===== config.mk =====
export PLATFORM = sky130hd
export DESIGN_NAME = vsp_top
export DESIGN_NICKNAME = d
export VERILOG_FILES = /design/src/vsp_pkg.sv /design/src/vsp_pattern.sv /design/src/vsp_sync2.sv /design/src/vsp_top.sv
export SDC_FILE = /design/constraint.sdc
export NUM_CORES = 1
export LEC_CHECK = 0
export BUFFER_PORTS_ARGS = -buffer_cell sky130_fd_sc_hd__buf_2
export CAP_MARGIN = 20
export CORE_MARGIN = 2
export CORE_UTILIZATION = 45
export CTS_CLUSTER_SIZE = 24
export DETAILED_ROUTE_END_ITERATION = 16
export SYNTH_ARGS = -nofsm -noshare
export SYNTH_HDL_FRONTEND = slang
export SYNTH_SLANG_ARGS = --single-unit

===== constraint.sdc =====
create_clock -name clk -period 15.9 [get_ports clk]
set_input_delay 2.385 -clock clk [delete_from_list [all_inputs] [get_ports clk]]
set_output_delay 2.385 -clock clk [all_outputs]
set_load 0.02 [all_outputs]

===== src/vsp_pkg.sv =====
package vsp_pkg;
  localparam int          CLK_MHZ          = 100;
  localparam int          WORD_BITS        = 10;
  localparam int          CODE_BITS        = 4;
  localparam logic [3:0]  BITS_LAST        = 4'h9;
  // Field intervals in microseconds
  localparam int          NTSC_FIELD_US    = 16683;
  localparam int          PAL_FIELD_US     = 20000;
  localparam int          NTSC_FIELD_CYC   = NTSC_FIELD_US * CLK_MHZ;
  localparam int          PAL_FIELD_CYC    = PAL_FIELD_US * CLK_MHZ;
  localparam int          SELF_FIELDS      = 2;
  // Pattern code fields
  localparam int          CODE_RASTER_BIT  = 3;
  localparam int          CODE_STD_BIT     = 2;
  localparam logic [3:0]  CODE_NTSC_BARS   = 4'h3;
  localparam logic [3:0]  CODE_PAL_PLL     = 4'h5;
  typedef enum logic [1:0] {
    VSP_PAT_BLACK = 2'b00,
    VSP_PAT_PLL   = 2'b01,
    VSP_PAT_EQ    = 2'b10,
    VSP_PAT_BARS  = 2'b11
  } vsp_pat_e;
  // Words per line per raster and standard
  localparam logic [11:0] LINE_NTSC_4X3    = 12'h6B4;
  localparam logic [11:0] LINE_PAL_4X3     = 12'h6C0;
  localparam logic [11:0] LINE_NTSC_16X9   = 12'h8F0;
  localparam logic [11:0] LINE_PAL_16X9    = 12'h900;
  // Pattern words, chroma then luma
  localparam logic [9:0]  BLACK_C          = 10'h200;
  localparam logic [9:0]  BLACK_Y          = 10'h040;
  localparam logic [9:0]  PLL_C            = 10'h300;
  localparam logic [9:0]  PLL_Y            = 10'h198;
  localparam logic [9:0]  EQ_C             = 10'h200;
  localparam logic [9:0]  EQ_Y             = 10'h110;
  localparam logic [9:0]  TRS_ONES         = 10'h3FF;
  localparam logic [9:0]  TRS_ZERO         = 10'h000;
  localparam logic [9:0]  CLIP_LOW_MAX     = 10'h003;
  localparam logic [9:0]  CLIP_HIGH_MIN    = 10'h3FC;
  // Register map
  localparam logic [3:0]  REG_CTRL         = 4'h0;
  localparam logic [3:0]  REG_STATUS       = 4'h4;
  localparam logic [3:0]  REG_IRQ_STAT     = 4'h8;
  localparam logic [3:0]  REG_IRQ_MASK     = 4'hC;
  localparam logic [1:0]  CTRL_RESET       = 2'h1;
  localparam logic [3:0]  MASK_RESET       = 4'h0;
  localparam int          IRQ_LOCK         = 0;
  localparam int          IRQ_PASS         = 1;
  localparam int          IRQ_FAIL         = 2;
  localparam int          IRQ_TRS          = 3;
endpackage


===== src/vsp_pattern.sv =====
`timescale 1ns/1ps
module vsp_pattern
  import vsp_pkg::*;
(
  input  wire logic       clk,
  input  wire logic       rst,
  input  wire logic       restart,
  input  wire logic       word_tick,
  input  wire logic [3:0] code,
  output logic      [9:0] word
);
  logic [11:0] pix_reg;
  logic [11:0] pix_next;
  logic [2:0]  bar_reg;
  logic [2:0]  bar_next;
  logic [9:0]  word_next;
  logic [11:0] line_len;
  logic [9:0]  bar_luma;
  logic [9:0]  bar_chroma;
  vsp_pat_e    pat;

  always_comb begin
    pat = vsp_pat_e'(code[1:0]);
    unique case ({code[CODE_RASTER_BIT], code[CODE_STD_BIT]})
      2'b00: line_len = LINE_NTSC_4X3;
      2'b01: line_len = LINE_PAL_4X3;
      2'b10: line_len = LINE_NTSC_16X9;
      2'b11: line_len = LINE_PAL_16X9;
    endcase
    // Bars step down in luma; no edge shaping between bars
    bar_luma   = 10'h3AC - {1'b0, bar_reg, 6'h00} - {3'h0, bar_reg, 4'h0};
    bar_chroma = bar_reg[0] ? 10'h2C0 : 10'h140;
    pix_next   = pix_reg;
    bar_next   = bar_reg;
    word_next  = word;
    if (restart) begin
      pix_next  = 12'h000;
      bar_next  = 3'h0;
      word_next = BLACK_C;
    end else if (word_tick) begin
      pix_next = (pix_reg == line_len - 12'h001) ? 12'h000 : pix_reg + 12'h001;
      if (pix_next == 12'h000) begin
        bar_next = 3'h0;
      end else if (pix_next[8:0] == 9'h000 && line_len[11:3] != 9'h000) begin
        bar_next = bar_reg + 3'h1;
      end
      unique case (pat)
        VSP_PAT_BLACK: word_next = pix_reg[0] ? BLACK_Y : BLACK_C;
        VSP_PAT_PLL:   word_next = pix_reg[0] ? PLL_Y : PLL_C;
        VSP_PAT_EQ:    word_next = pix_reg[0] ? EQ_Y : EQ_C;
        VSP_PAT_BARS:  word_next = pix_reg[0] ? bar_luma : bar_chroma;
      endcase
    end
  end

  always_ff @(posedge clk or posedge rst) begin
    if (rst) begin
      pix_reg <= 12'h000;
      bar_reg <= 3'h0;
      word    <= BLACK_C;
    end else begin
      pix_reg <= pix_next;
      bar_reg <= bar_next;
      word    <= word_next;
    end
  end
endmodule


===== src/vsp_sync2.sv =====
`timescale 1ns/1ps
module vsp_sync2 #(
  parameter int WIDTH = 1
) (
  input  wire logic             clk,
  input  wire logic             rst,
  input  wire logic [WIDTH-1:0] d,
  output logic      [WIDTH-1:0] q
);
  logic [WIDTH-1:0] meta_reg;
  logic [WIDTH-1:0] meta_next;
  logic [WIDTH-1:0] q_next;

  always_comb begin
    meta_next = d;
    q_next    = meta_reg;
  end

  always_ff @(posedge clk or posedge rst) begin
    if (rst) begin
      meta_reg <= '0;
      q        <= '0;
    end else begin
      meta_reg <= meta_next;
      q        <= q_next;
    end
  end
endmodule


===== src/vsp_top.sv =====
// Overview of operation
// - Code bits: raster, standard, two-bit pattern
// - Code comes from lowest four data inputs
// - Self-check uses NTSC bars or PAL pathological
// - Undriven inputs read as zero
// - High enable starts pattern, low is normal
// - Lock output follows oscillator lock
// - Low sync input enables timing detection
// - Serial pair is true and complement
// - Pass rises two fields later unless error
// - Enable low ends pattern and self-check
`timescale 1ns/1ps
module vsp_top
  import vsp_pkg::*;
#(
  parameter int NTSC_CYC = SELF_FIELDS * NTSC_FIELD_CYC,
  parameter int PAL_CYC  = SELF_FIELDS * PAL_FIELD_CYC
) (
  input  wire logic       clk,
  input  wire logic       rst,
  input  wire logic [9:0] par_data,
  input  wire logic       pattern_gen_enable,
  input  wire logic       sync_detect_enable_n,
  input  wire logic       pll_locked,
  input  wire logic [3:0] bus_addr,
  input  wire logic [31:0] bus_wdata,
  input  wire logic       bus_wr,
  input  wire logic       bus_rd,
  output logic      [31:0] bus_rdata,
  output logic            lock_detect,
  output logic            self_check_pass,
  output logic            serial_out_pair_true,
  output logic            serial_out_pair_comp,
  output logic            irq
);
  logic [11:0] pin_s;
  logic [9:0]  data_s;
  logic        en_s;
  logic        sync_n_s;
  logic        lock_s;
  logic [9:0]  pat_word;

  // Pins are undriven-safe: pull-down means zero after reset
  vsp_sync2 #(.WIDTH(12)) u_sync_pins (
    .clk (clk),
    .rst (rst),
    .d   ({pattern_gen_enable, sync_detect_enable_n, par_data}),
    .q   (pin_s)
  );
  vsp_sync2 #(.WIDTH(1)) u_sync_lock (
    .clk (clk),
    .rst (rst),
    .d   (pll_locked),
    .q   (lock_s)
  );
  assign data_s   = pin_s[9:0];
  assign sync_n_s = pin_s[10];
  assign en_s     = pin_s[11];

  logic [3:0]  bit_reg, bit_next;
  logic        active_reg, active_next;
  logic        en_d_reg, en_d_next;
  logic [3:0]  code_reg, code_next;
  logic        run_reg, run_next;
  logic [31:0] cnt_reg, cnt_next;
  logic        err_reg, err_next;
  logic        pass_next;
  logic [9:0]  shift_reg, shift_next;
  logic [9:0]  sent_reg, sent_next;
  logic [9:0]  prev_reg, prev_next;
  logic [9:0]  cap_reg, cap_next;
  logic        chk_ok_reg, chk_ok_next;
  logic        valid_reg, valid_next;
  logic [9:0]  h1_reg, h1_next, h2_reg, h2_next;
  logic        trs_hit;
  logic        true_next, comp_next, lock_next;
  logic [31:0] done_cyc;
  logic [9:0]  clip_word;
  logic        tick, restart;

  assign tick    = (bit_reg == BITS_LAST);
  assign restart = en_s && !en_d_reg;

  always_comb begin
    bit_next    = tick ? 4'h0 : bit_reg + 4'h1;
    en_d_next   = en_s;
    active_next = en_s;
    code_next   = restart ? data_s[3:0] : code_reg;
    done_cyc    = code_reg[CODE_STD_BIT] ? PAL_CYC : NTSC_CYC;
    run_next    = run_reg;
    cnt_next    = cnt_reg;
    err_next    = err_reg;
    if (!en_s) begin
      run_next = 1'b0;
      err_next = 1'b0;
      cnt_next = 32'h0;
    end else if (restart) begin
      run_next = (data_s[3:0] == CODE_NTSC_BARS) || (data_s[3:0] == CODE_PAL_PLL);
      cnt_next = 32'h0;
      err_next = 1'b0;
    end else if (run_reg) begin
      if (cnt_reg != done_cyc) begin
        cnt_next = cnt_reg + 32'h1;
      end
      if (!chk_ok_reg || (serial_out_pair_comp == serial_out_pair_true)) begin
        err_next = 1'b1;
      end
    end
    pass_next = run_reg && (cnt_reg == done_cyc) && !err_reg && !err_next;
  end

  // Sync clipping applies only with detection enabled
  always_comb begin
    clip_word = data_s;
    if (!sync_n_s) begin
      if (data_s <= CLIP_LOW_MAX) begin
        clip_word = TRS_ZERO;
      end else if (data_s >= CLIP_HIGH_MIN) begin
        clip_word = TRS_ONES;
      end
    end
    h1_next = tick ? clip_word : h1_reg;
    h2_next = tick ? h1_reg : h2_reg;
    trs_hit = tick && !sync_n_s && (h2_reg == TRS_ONES) && (h1_reg == TRS_ZERO)
              && (clip_word == TRS_ZERO);
  end

  // Loopback check of what actually left the shifter
  always_comb begin
    shift_next  = {1'b0, shift_reg[9:1]};
    sent_next   = sent_reg;
    prev_next   = prev_reg;
    valid_next  = valid_reg;
    cap_next    = {shift_reg[0], cap_reg[9:1]};
    chk_ok_next = chk_ok_reg;
    if (tick) begin
      shift_next = active_reg ? pat_word : clip_word;
      sent_next  = shift_next;
      prev_next  = sent_reg;
      valid_next = 1'b1;
    end
    if (bit_reg == 4'h0 && valid_reg) begin
      chk_ok_next = (cap_reg == prev_reg);
    end
    true_next = lock_s && shift_reg[0];
    comp_next = !true_next;
    lock_next = lock_s;
  end

  always_ff @(posedge clk or posedge rst) begin
    if (rst) begin
      bit_reg              <= 4'h0;
      en_d_reg             <= 1'b0;
      active_reg           <= 1'b0;
      code_reg             <= 4'h0;
      run_reg              <= 1'b0;
      cnt_reg              <= 32'h0;
      err_reg              <= 1'b0;
      self_check_pass      <= 1'b0;
      shift_reg            <= 10'h000;
      sent_reg             <= 10'h000;
      prev_reg             <= 10'h000;
      cap_reg              <= 10'h000;
      chk_ok_reg           <= 1'b1;
      valid_reg            <= 1'b0;
      h1_reg               <= 10'h000;
      h2_reg               <= 10'h000;
      serial_out_pair_true <= 1'b0;
      serial_out_pair_comp <= 1'b1;
      lock_detect          <= 1'b0;
    end else begin
      bit_reg              <= bit_next;
      en_d_reg             <= en_d_next;
      active_reg           <= active_next;
      code_reg             <= code_next;
      run_reg              <= run_next;
      cnt_reg              <= cnt_next;
      err_reg              <= err_next;
      self_check_pass      <= pass_next;
      shift_reg            <= shift_next;
      sent_reg             <= sent_next;
      prev_reg             <= prev_next;
      cap_reg              <= cap_next;
      chk_ok_reg           <= chk_ok_next;
      valid_reg            <= valid_next;
      h1_reg               <= h1_next;
      h2_reg               <= h2_next;
      serial_out_pair_true <= true_next;
      serial_out_pair_comp <= comp_next;
      lock_detect          <= lock_next;
    end
  end

  vsp_pattern u_pattern (
    .clk       (clk),
    .rst       (rst),
    .restart   (restart),
    .word_tick (tick),
    .code      (code_reg),
    .word      (pat_word)
  );

  // Register file and interrupts
  logic [1:0]  ctrl_reg, ctrl_next;
  logic [3:0]  ist_reg, ist_next;
  logic [3:0]  mask_reg, mask_next;
  logic [3:0]  ev;
  logic [31:0] rdata_next;
  logic        irq_next;
  logic        lock_d_reg, lock_d_next;
  logic        pass_d_reg, pass_d_next;
  logic        err_d_reg, err_d_next;

  always_comb begin
    lock_d_next    = lock_s;
    pass_d_next    = pass_next;
    err_d_next     = err_next;
    ev             = 4'h0;
    ev[IRQ_LOCK]   = lock_s != lock_d_reg;
    ev[IRQ_PASS]   = pass_next && !pass_d_reg;
    ev[IRQ_FAIL]   = err_next && !err_d_reg;
    ev[IRQ_TRS]    = trs_hit && ctrl_reg[0];
    ctrl_next      = ctrl_reg;
    mask_next      = mask_reg;
    ist_next       = ist_reg;
    if (bus_wr && bus_addr == REG_CTRL) begin
      ctrl_next = bus_wdata[1:0];
    end
    if (bus_wr && bus_addr == REG_IRQ_MASK) begin
      mask_next = bus_wdata[3:0];
    end
    if (bus_wr && bus_addr == REG_IRQ_STAT) begin
      ist_next = ist_reg & ~bus_wdata[3:0];
    end
    // Set wins over a clear in the same cycle
    ist_next   = ist_next | ev;
    irq_next   = |(ist_next & mask_next);
    rdata_next = 32'h0;
    if (bus_rd) begin
      unique case (bus_addr)
        REG_CTRL:     rdata_next = {30'h0, ctrl_reg};
        REG_STATUS:   rdata_next = {20'h0, code_reg, 2'h0, err_reg, self_check_pass,
                                    run_reg, active_reg, sync_n_s, lock_s};
        REG_IRQ_STAT: rdata_next = {28'h0, ist_reg};
        REG_IRQ_MASK: rdata_next = {28'h0, mask_reg};
        default:      rdata_next = 32'h0;
      endcase
    end
  end

  always_ff @(posedge clk or posedge rst) begin
    if (rst) begin
      ctrl_reg   <= CTRL_RESET;
      ist_reg    <= 4'h0;
      mask_reg   <= MASK_RESET;
      irq        <= 1'b0;
      bus_rdata  <= 32'h0;
      lock_d_reg <= 1'b0;
      pass_d_reg <= 1'b0;
      err_d_reg  <= 1'b0;
    end else begin
      ctrl_reg   <= ctrl_next;
      ist_reg    <= ist_next;
      mask_reg   <= mask_next;
      irq        <= irq_next;
      bus_rdata  <= rdata_next;
      lock_d_reg <= lock_d_next;
      pass_d_reg <= pass_d_next;
      err_d_reg  <= err_d_next;
    end
  end

  property p_lock_follow;
    @(posedge clk) disable iff (rst) 1'b1 |=> lock_detect == $past(lock_s);
  endproperty
  a_lock_follow: assert property (p_lock_follow) else $error("lock output mismatch");

  property p_pair;
    @(posedge clk) disable iff (rst) serial_out_pair_comp == !serial_out_pair_true;
  endproperty
  a_pair: assert property (p_pair) else $error("serial pair not complementary");

  property p_self_code;
    @(posedge clk) disable iff (rst)
      run_reg |-> (code_reg == CODE_NTSC_BARS || code_reg == CODE_PAL_PLL);
  endproperty
  a_self_code: assert property (p_self_code) else $error("self-check with bad code");

  property p_end;
    @(posedge clk) disable iff (rst) !en_s |=> !run_reg && !active_reg ##1 !self_check_pass;
  endproperty
  a_end: assert property (p_end) else $error("enable low did not end test");

  property p_fail_low;
    @(posedge clk) disable iff (rst) err_reg |-> !self_check_pass;
  endproperty
  a_fail_low: assert property (p_fail_low) else $error("pass high with error");

  property p_pass_time;
    @(posedge clk) disable iff (rst)
      $rose(self_check_pass) |-> $past(cnt_reg) == done_cyc && $past(run_reg);
  endproperty
  a_pass_time: assert property (p_pass_time) else $error("pass rose early");

  property p_normal;
    @(posedge clk) disable iff (rst) tick && !active_reg |=> shift_reg == $past(clip_word);
  endproperty
  a_normal: assert property (p_normal) else $error("normal word not loaded");

  property p_pattern;
    @(posedge clk) disable iff (rst) tick && active_reg |=> shift_reg == $past(pat_word);
  endproperty
  a_pattern: assert property (p_pattern) else $error("pattern word not loaded");

  property p_code;
    @(posedge clk) disable iff (rst) restart |=> code_reg == $past(data_s[3:0]);
  endproperty
  a_code: assert property (p_code) else $error("code not taken from low bits");

  property p_sync_off;
    @(posedge clk) disable iff (rst) sync_n_s |-> !trs_hit;
  endproperty
  a_sync_off: assert property (p_sync_off) else $error("timing detect while disabled");
endmodule


After elaboration in Yosys (flattened, before gate mapping)
Cells that the tools add are included.
{"block": "word_totals", "register_bits": 203, "latchBits": 0, "mem_bits_rw": 0, "romBits": 0, "in_bits": 53, "memories": 0}
{"block": "classes", "addsub": 7, "mul": 0, "div": 0, "n_lt_le_gt_ge": 2, "n_eq_ne": 22, "shifts": 0, "muxes": 37, "bitwise": 4, "n_reduce_logical": 40}
{"op": "$mux W32", "n": 4}
{"op": "$mux W10", "n": 12}
{"op": "$pmux W12 S4", "n": 2}
{"op": "$mux W12", "n": 4}
{"op": "$pmux W10 S4", "n": 1}
{"op": "$add A32 B1 Y32 const B", "n": 1}
{"op": "$eq A32 B22 Y1", "n": 1}
{"op": "$ne A32 B22 Y1", "n": 1}
{"op": "$logic_not A10 Y1", "n": 2}
{"op": "$mux W20", "n": 1}
{"op": "$logic_and A1 B1 Y1", "n": 17}
{"op": "$add A12 B1 Y12 const B", "n": 1}
{"op": "$eq A12 B12 Y1", "n": 1}
{"op": "$eq A4 B4 Y1 const B", "n": 3}
{"op": "$logic_not A12 Y1", "n": 1}
{"op": "$mux W3", "n": 4}
{"op": "$mux W4", "n": 3}
{"op": "$sub A12 B1 Y12 const B", "n": 1}
{"op": "$eq A10 B10 Y1", "n": 1}
{"op": "$eq A10 B10 Y1 const B", "n": 1}
{"op": "$ge A10 B10 Y1 const B", "n": 1}
{"op": "$le A10 B2 Y1 const B", "n": 1}
{"op": "$sub A10 B7 Y10", "n": 1}
{"op": "$sub A10 B9 Y10 const A", "n": 1}
{"op": "other kinds (24)", "n": 46}

Depth between registers and ports, before layout
{"block": "logic_depth", "word_depth": 12, "depth_mapped": 9, "depth_no_buf": 9}

Modules after synthesis
A second synthesis with hierarchy kept.
{"block": "hier_totals", "hier_cells": 831, "area_unflattened_um2": 8480.6}
{"mod": "vsp_top", "instances": 1, "cells_each": 598, "area_per_inst_um2": 5968.2, "seq_area_each_um2": 3256.9}
{"mod": "vsp_pattern", "instances": 1, "cells_each": 205, "area_per_inst_um2": 1854.3, "seq_area_each_um2": 576.8}
{"mod": "vsp_sync2 (u_sync_pins)", "instances": 1, "cells_each": 25, "area_per_inst_um2": 604.3, "seq_area_each_um2": 600.6}
{"mod": "vsp_sync2 (u_sync_lock)", "instances": 1, "cells_each": 3, "area_per_inst_um2": 53.8, "seq_area_each_um2": 50.0}

Worst setup path after synthesis
No wires, ideal clock.
{"block": "synth_path", "kind": "input-to-reg", "from": "in bus_addr[2]", "to": "reg irq", "setup_time_ns": 0.126, "arrival_ns": 3.610, "required_time_ns": 15.774, "setup_slack_ns": 12.164, "cell_stages": 5, "path_buffers": 1, "cell_sequence": "clkbuf_1 -> nand4_1 -> mux2_2 -> a22o_1 -> a221o_1"}
{"element": "from (decl)", "line_no": "vsp_top.sv:25", "text": "input wire logic [3:0] bus_addr,"}
{"element": "$eq A4 B4 Y1", "line_no": "vsp_top.sv:229", "text": "if (bus_wr && bus_addr == REG_IRQ_MASK) begin"}
{"element": "$logic_and A1 B1 Y1", "line_no": "vsp_top.sv:229"}
{"element": "$mux W4", "line_no": "vsp_top.sv:229"}
{"element": "via mask_next[0]", "line_no": "vsp_top.sv:206", "text": "logic [3:0] mask_reg, mask_next;"}
{"element": "$and A4 B4 Y4", "line_no": "vsp_top.sv:237", "text": "irq_next = |(ist_next & mask_next);"}
{"element": "$reduce_or A4 Y1", "line_no": "vsp_top.sv:237"}
{"element": "via irq_next", "line_no": "vsp_top.sv:209", "text": "logic irq_next;"}
{"element": "to (signal assigned)", "line_no": "vsp_top.sv:265", "text": "irq <= irq_next;"}
{"element": "to (decl)", "line_no": "vsp_top.sv:34", "text": "output logic irq"}
The timed path passes the listed nets, and every way through them passes these cells.
A chain may end at the register's enable or synchronous reset.

==> impl_metrics.tcl <==
set metrics [dict create \
    run_status "complete, no violations" \
    yosys_most_used_dff "sky130_fd_sc_hd__dfrtp_1" \
    area_added_between_synthesis_and_finish_pct 11.3 \
    final_max_slew_viol_count 0 \
    clock_latency_reported_for_the_late_side_of_the_worst_skew_pair_ps 430 \
    cts.sink_count 179 \
    cts_hold_repair.buffers 0 \
    place_inst 1019 \
    nNetsFinal 883 \
    num_rows 48 \
    critical_path_class "in2async" \
    timing.critical_path.slowest_stage_cell "sky130_fd_sc_hd__buf_4" \
    period_share_pct 22.8 \
    ys_top_cells_by_area "sky130_fd_sc_hd__dfrtp_1, sky130_fd_sc_hd__nand2_1, sky130_fd_sc_hd__xor2_1, sky130_fd_sc_hd__nor2_1, sky130_fd_sc_hd__ha_1" \
    maxCapViolations 0 \
    antenna_diodes 0 \
    antenna_violations_before_repair 0 \
    synth_warnings 0 \
    initial_utilization_pct 46.3 \
    die_height_um 138 \
    syn_inst 783 \
    routed_wl_um 16200 \
    ir_drop_mv 0.0834 \
    clock_path_buffers 2 \
    detailedRoute.firstIterationViolations 367 \
    synth_largest_type_area_fraction_pct 54.3 \
    clock_tree.root_cell "sky130_fd_sc_hd__clkbuf_16" \
    synth_edf_count 0 \
    place_congestion 0.853 \
    cts_repair_resize_count 0 \
    setup.worst_path.start_class "primary input" \
    timing.final.setup_violations 0 \
    yosys.cell_count.top_type "sky130_fd_sc_hd__dfrtp_1" \
    first_global_vias 5533 \
    dieWidth_um 138 \
    final_period_minus_worst_setup_slack_ps 3620 \
    tightest_slew_ps 970 \
    grt_max_degree 110 \
    flop_and_latch_count_out_of_synthesis 179 \
    synth_top_area_cell "sky130_fd_sc_hd__dfrtp_1" \
    grt_first_pass_wirelength_um 27600 \
    p_per_area_mw_per_mm2 108 \
    h-tree-depth 4 \
    grt_overflow 0 \
    min-delay-path-class "reg2reg" \
    synthArstFlopShare_pct 100 \
    synth.avg_cell_area_um2 10.3 \
    largest_register_ffs 32 \
    stdcell_count 1052 \
    tritoncts "built" \
    cp-end-kind "asynchronous set/reset pin" \
    detail_route.wl_per_cell_um 15.4 \
    place.detailed.hpwl_um 10900 \
    clock_transition_at_the_registers_of_the_reported_paths_ps 70 \
    synth_top_cells_by_count "sky130_fd_sc_hd__dfrtp_1, sky130_fd_sc_hd__nand2_1, sky130_fd_sc_hd__nor2_1" \
    groute.usage.overall_pct 18.5 \
    cts_post_setup_buffers_inserted 0 \
    final_layout_size_suffix_gt1_share_pct 12.5 \
    critical_path_fanout_max 109 \
    slew_headroom_pct 35.3 \
    fin_worst_skew_ps 8.52 \
    detail-route-antenna-nets 0 \
    detailroute.via_count 5608 \
    floorplan.core_area_mm2 0.0174 \
    cell_chain_of_the_critical_path "buf_2 > inv_6 > buf_4" \
    share_of_synthesized_area_occupied_by_flip_flops_and_latches_pct 55.6 \
    detail_route.first_pass.iterations 6 \
    fp.dieArea_mm2 0.0190 \
    io_pins 90 \
    hold_viol_final 0 \
    synth_area_mm2 0.00807 \
    static_power_due_to_leakage_nw 4.16 \
    ys_types 60 \
    io_buffers 39 \
    critical-path-max-stage-delay_ps 820 \
    drc 0 \
    totalNegativeSetupSlack_ps 0 \
    timing.fmax_ghz 0.276 \
    worst_ep_required_time_ps 16340 \
    setup_repair_after_global_routing_missed_its_margin "no" \
    vias_per_cell 5.33 \
    num_cts_buffers 17 \
    worst-endpoint-arrival_ps 4060 \
    nFillCells 1590 \
]
==> layout by cell type (no fill, tap or decap), types with 3 or more instances in the layout <==
cell / netlist / final
sky130_fd_sc_hd__nand2b_1: 7 / 7
sky130_fd_sc_hd__nor2b_1: 7 / 7
sky130_fd_sc_hd__buf_2: 5 / 39
sky130_fd_sc_hd__nand2_1: 147 / 147
sky130_fd_sc_hd__and3_1: 10 / 10
sky130_fd_sc_hd__xnor2_1: 21 / 21
sky130_fd_sc_hd__clkbuf_16: 0 / 17
sky130_fd_sc_hd__mux2_2: 9 / 9
sky130_fd_sc_hd__clkinv_2: 0 / 3
sky130_fd_sc_hd__inv_1: 20 / 19
sky130_fd_sc_hd__ha_1: 16 / 16
sky130_fd_sc_hd__dfstp_2: 4 / 4
sky130_fd_sc_hd__nor4b_1: 5 / 5
sky130_fd_sc_hd__o21ai_0: 31 / 31
sky130_fd_sc_hd__or3_1: 7 / 7
sky130_fd_sc_hd__and2_1: 6 / 6
sky130_fd_sc_hd__a31oi_1: 8 / 8
sky130_fd_sc_hd__nand4_1: 21 / 21
sky130_fd_sc_hd__nor3_1: 12 / 12
sky130_fd_sc_hd__inv_6: 0 / 5
sky130_fd_sc_hd__mux2i_1: 10 / 10
sky130_fd_sc_hd__o21a_1: 16 / 16
sky130_fd_sc_hd__a211oi_1: 3 / 3
sky130_fd_sc_hd__nor4_1: 9 / 9
sky130_fd_sc_hd__buf_4: 22 / 4
sky130_fd_sc_hd__nand3_1: 20 / 20
sky130_fd_sc_hd__a21oi_1: 26 / 26
sky130_fd_sc_hd__or4_1: 4 / 4
sky130_fd_sc_hd__nor2_1: 58 / 58
sky130_fd_sc_hd__and4_1: 6 / 6
sky130_fd_sc_hd__clkinvlp_4: 0 / 3
sky130_fd_sc_hd__conb_1: 1 / 22
sky130_fd_sc_hd__a21o_1: 7 / 7
sky130_fd_sc_hd__dfrtp_1: 175 / 175
sky130_fd_sc_hd__xor2_1: 29 / 29
==> metal layers <==
| layer | global-route usage, % | wire, µm | vias to the layer above |
|---|---|---|---|
| li1 | - | - | 2695 |
| met1 | 25.6 | 7760 | 2803 |
| met2 | 29.2 | 7760 | 98 |
| met3 | 4.71 | 564 | 12 |
| met4 | 5.10 | 134 | 0 |
| met5 | 0 | 0 | - |
==> final timing paths <==
check | cells after the start | end | from | slack (ps)
max | 3 | sent_reg[3] | rst | 12280
min | 0 | u_sync_pins.q[9] | u_sync_pins.meta_reg[9] | 350
max reg2reg | 8 | u_pattern.pix_reg[11] | code_reg[2] | 13130
min reg2reg | 0 | u_sync_pins.q[9] | u_sync_pins.meta_reg[9] | 350
max in group clk | 6 | irq | bus_addr[1] | 12290
min in group asynchronous | 2 | ist_reg[0] | rst | 2160
==> per-stage QoR <==
| stage | utilization, % | hold WS, ps | total power [mW] | setup WS (ps) | cell area [µm²] |
|---|---|---|---|---|---|
| 6_report | 51.6 | 350 | 0.971 | 12280 | 8980 |
| 5_1_grt | 51.6 | 360 | 1.02 | 11890 | 8980 |
| 4_1_cts | 51.4 | 353 | 0.983 | 12140 | 8950 |
| 3_5_place_dp | 48.1 | 337 | 0.564 | 11680 | 8370 |
| 3_3_place_gp | 48.1 | 334 | 0.562 | 11760 | 8370 |
| 2_1_floorplan | - | 331 | 0.548 | 8660 | 8150 |
==> worst max-delay path: cells and delay by family <==
| family | cells | cell delay [ps] |
|---|---|---|
| buf+inv | 3 | 1580 |
==> final cells by class <==
cell class / count / area [µm²] / share of cell area [%]
multi-input cells: 552 / 3300 / 36.7
repair buffers: 44 / 253 / 2.81
clock buffers: 18 / 429 / 4.78
clock inverters: 14 / 153 / 1.70
well taps: 225 / 282 / 3.14
inverters: 20 / 80.1 / 0.892
flip-flops and latches: 179 / 4480 / 49.9
==> cell families (layout without fill, tap and decap cells) <==
group                    Yosys count  count (layout)  share of synthesized area [%]
flip-flops                       179             179                           55.6
AO/OA/AOI/OAI                    109             109                           8.75
buffers and inverters             73              96                           4.68
other                              1              22                         0.0465
XOR/XNOR                          50              50                           5.43
multiplexers                      21              21                           3.06
adder cells (fa/ha/maj)           16              16                           2.48
AND/OR/NAND/NOR                  334             334                           20.0
==> where the power goes <==
group          total [mW]  switching [mW]  leakage (nW)  internal [mW]
Clock               0.416           0.182         0.279          0.234
Sequential          0.491          0.0161          2.29          0.475
Combinational      0.0641          0.0392          1.59         0.0249
Total               0.971           0.237          4.16          0.734
(Power assumes the default switching activity.)
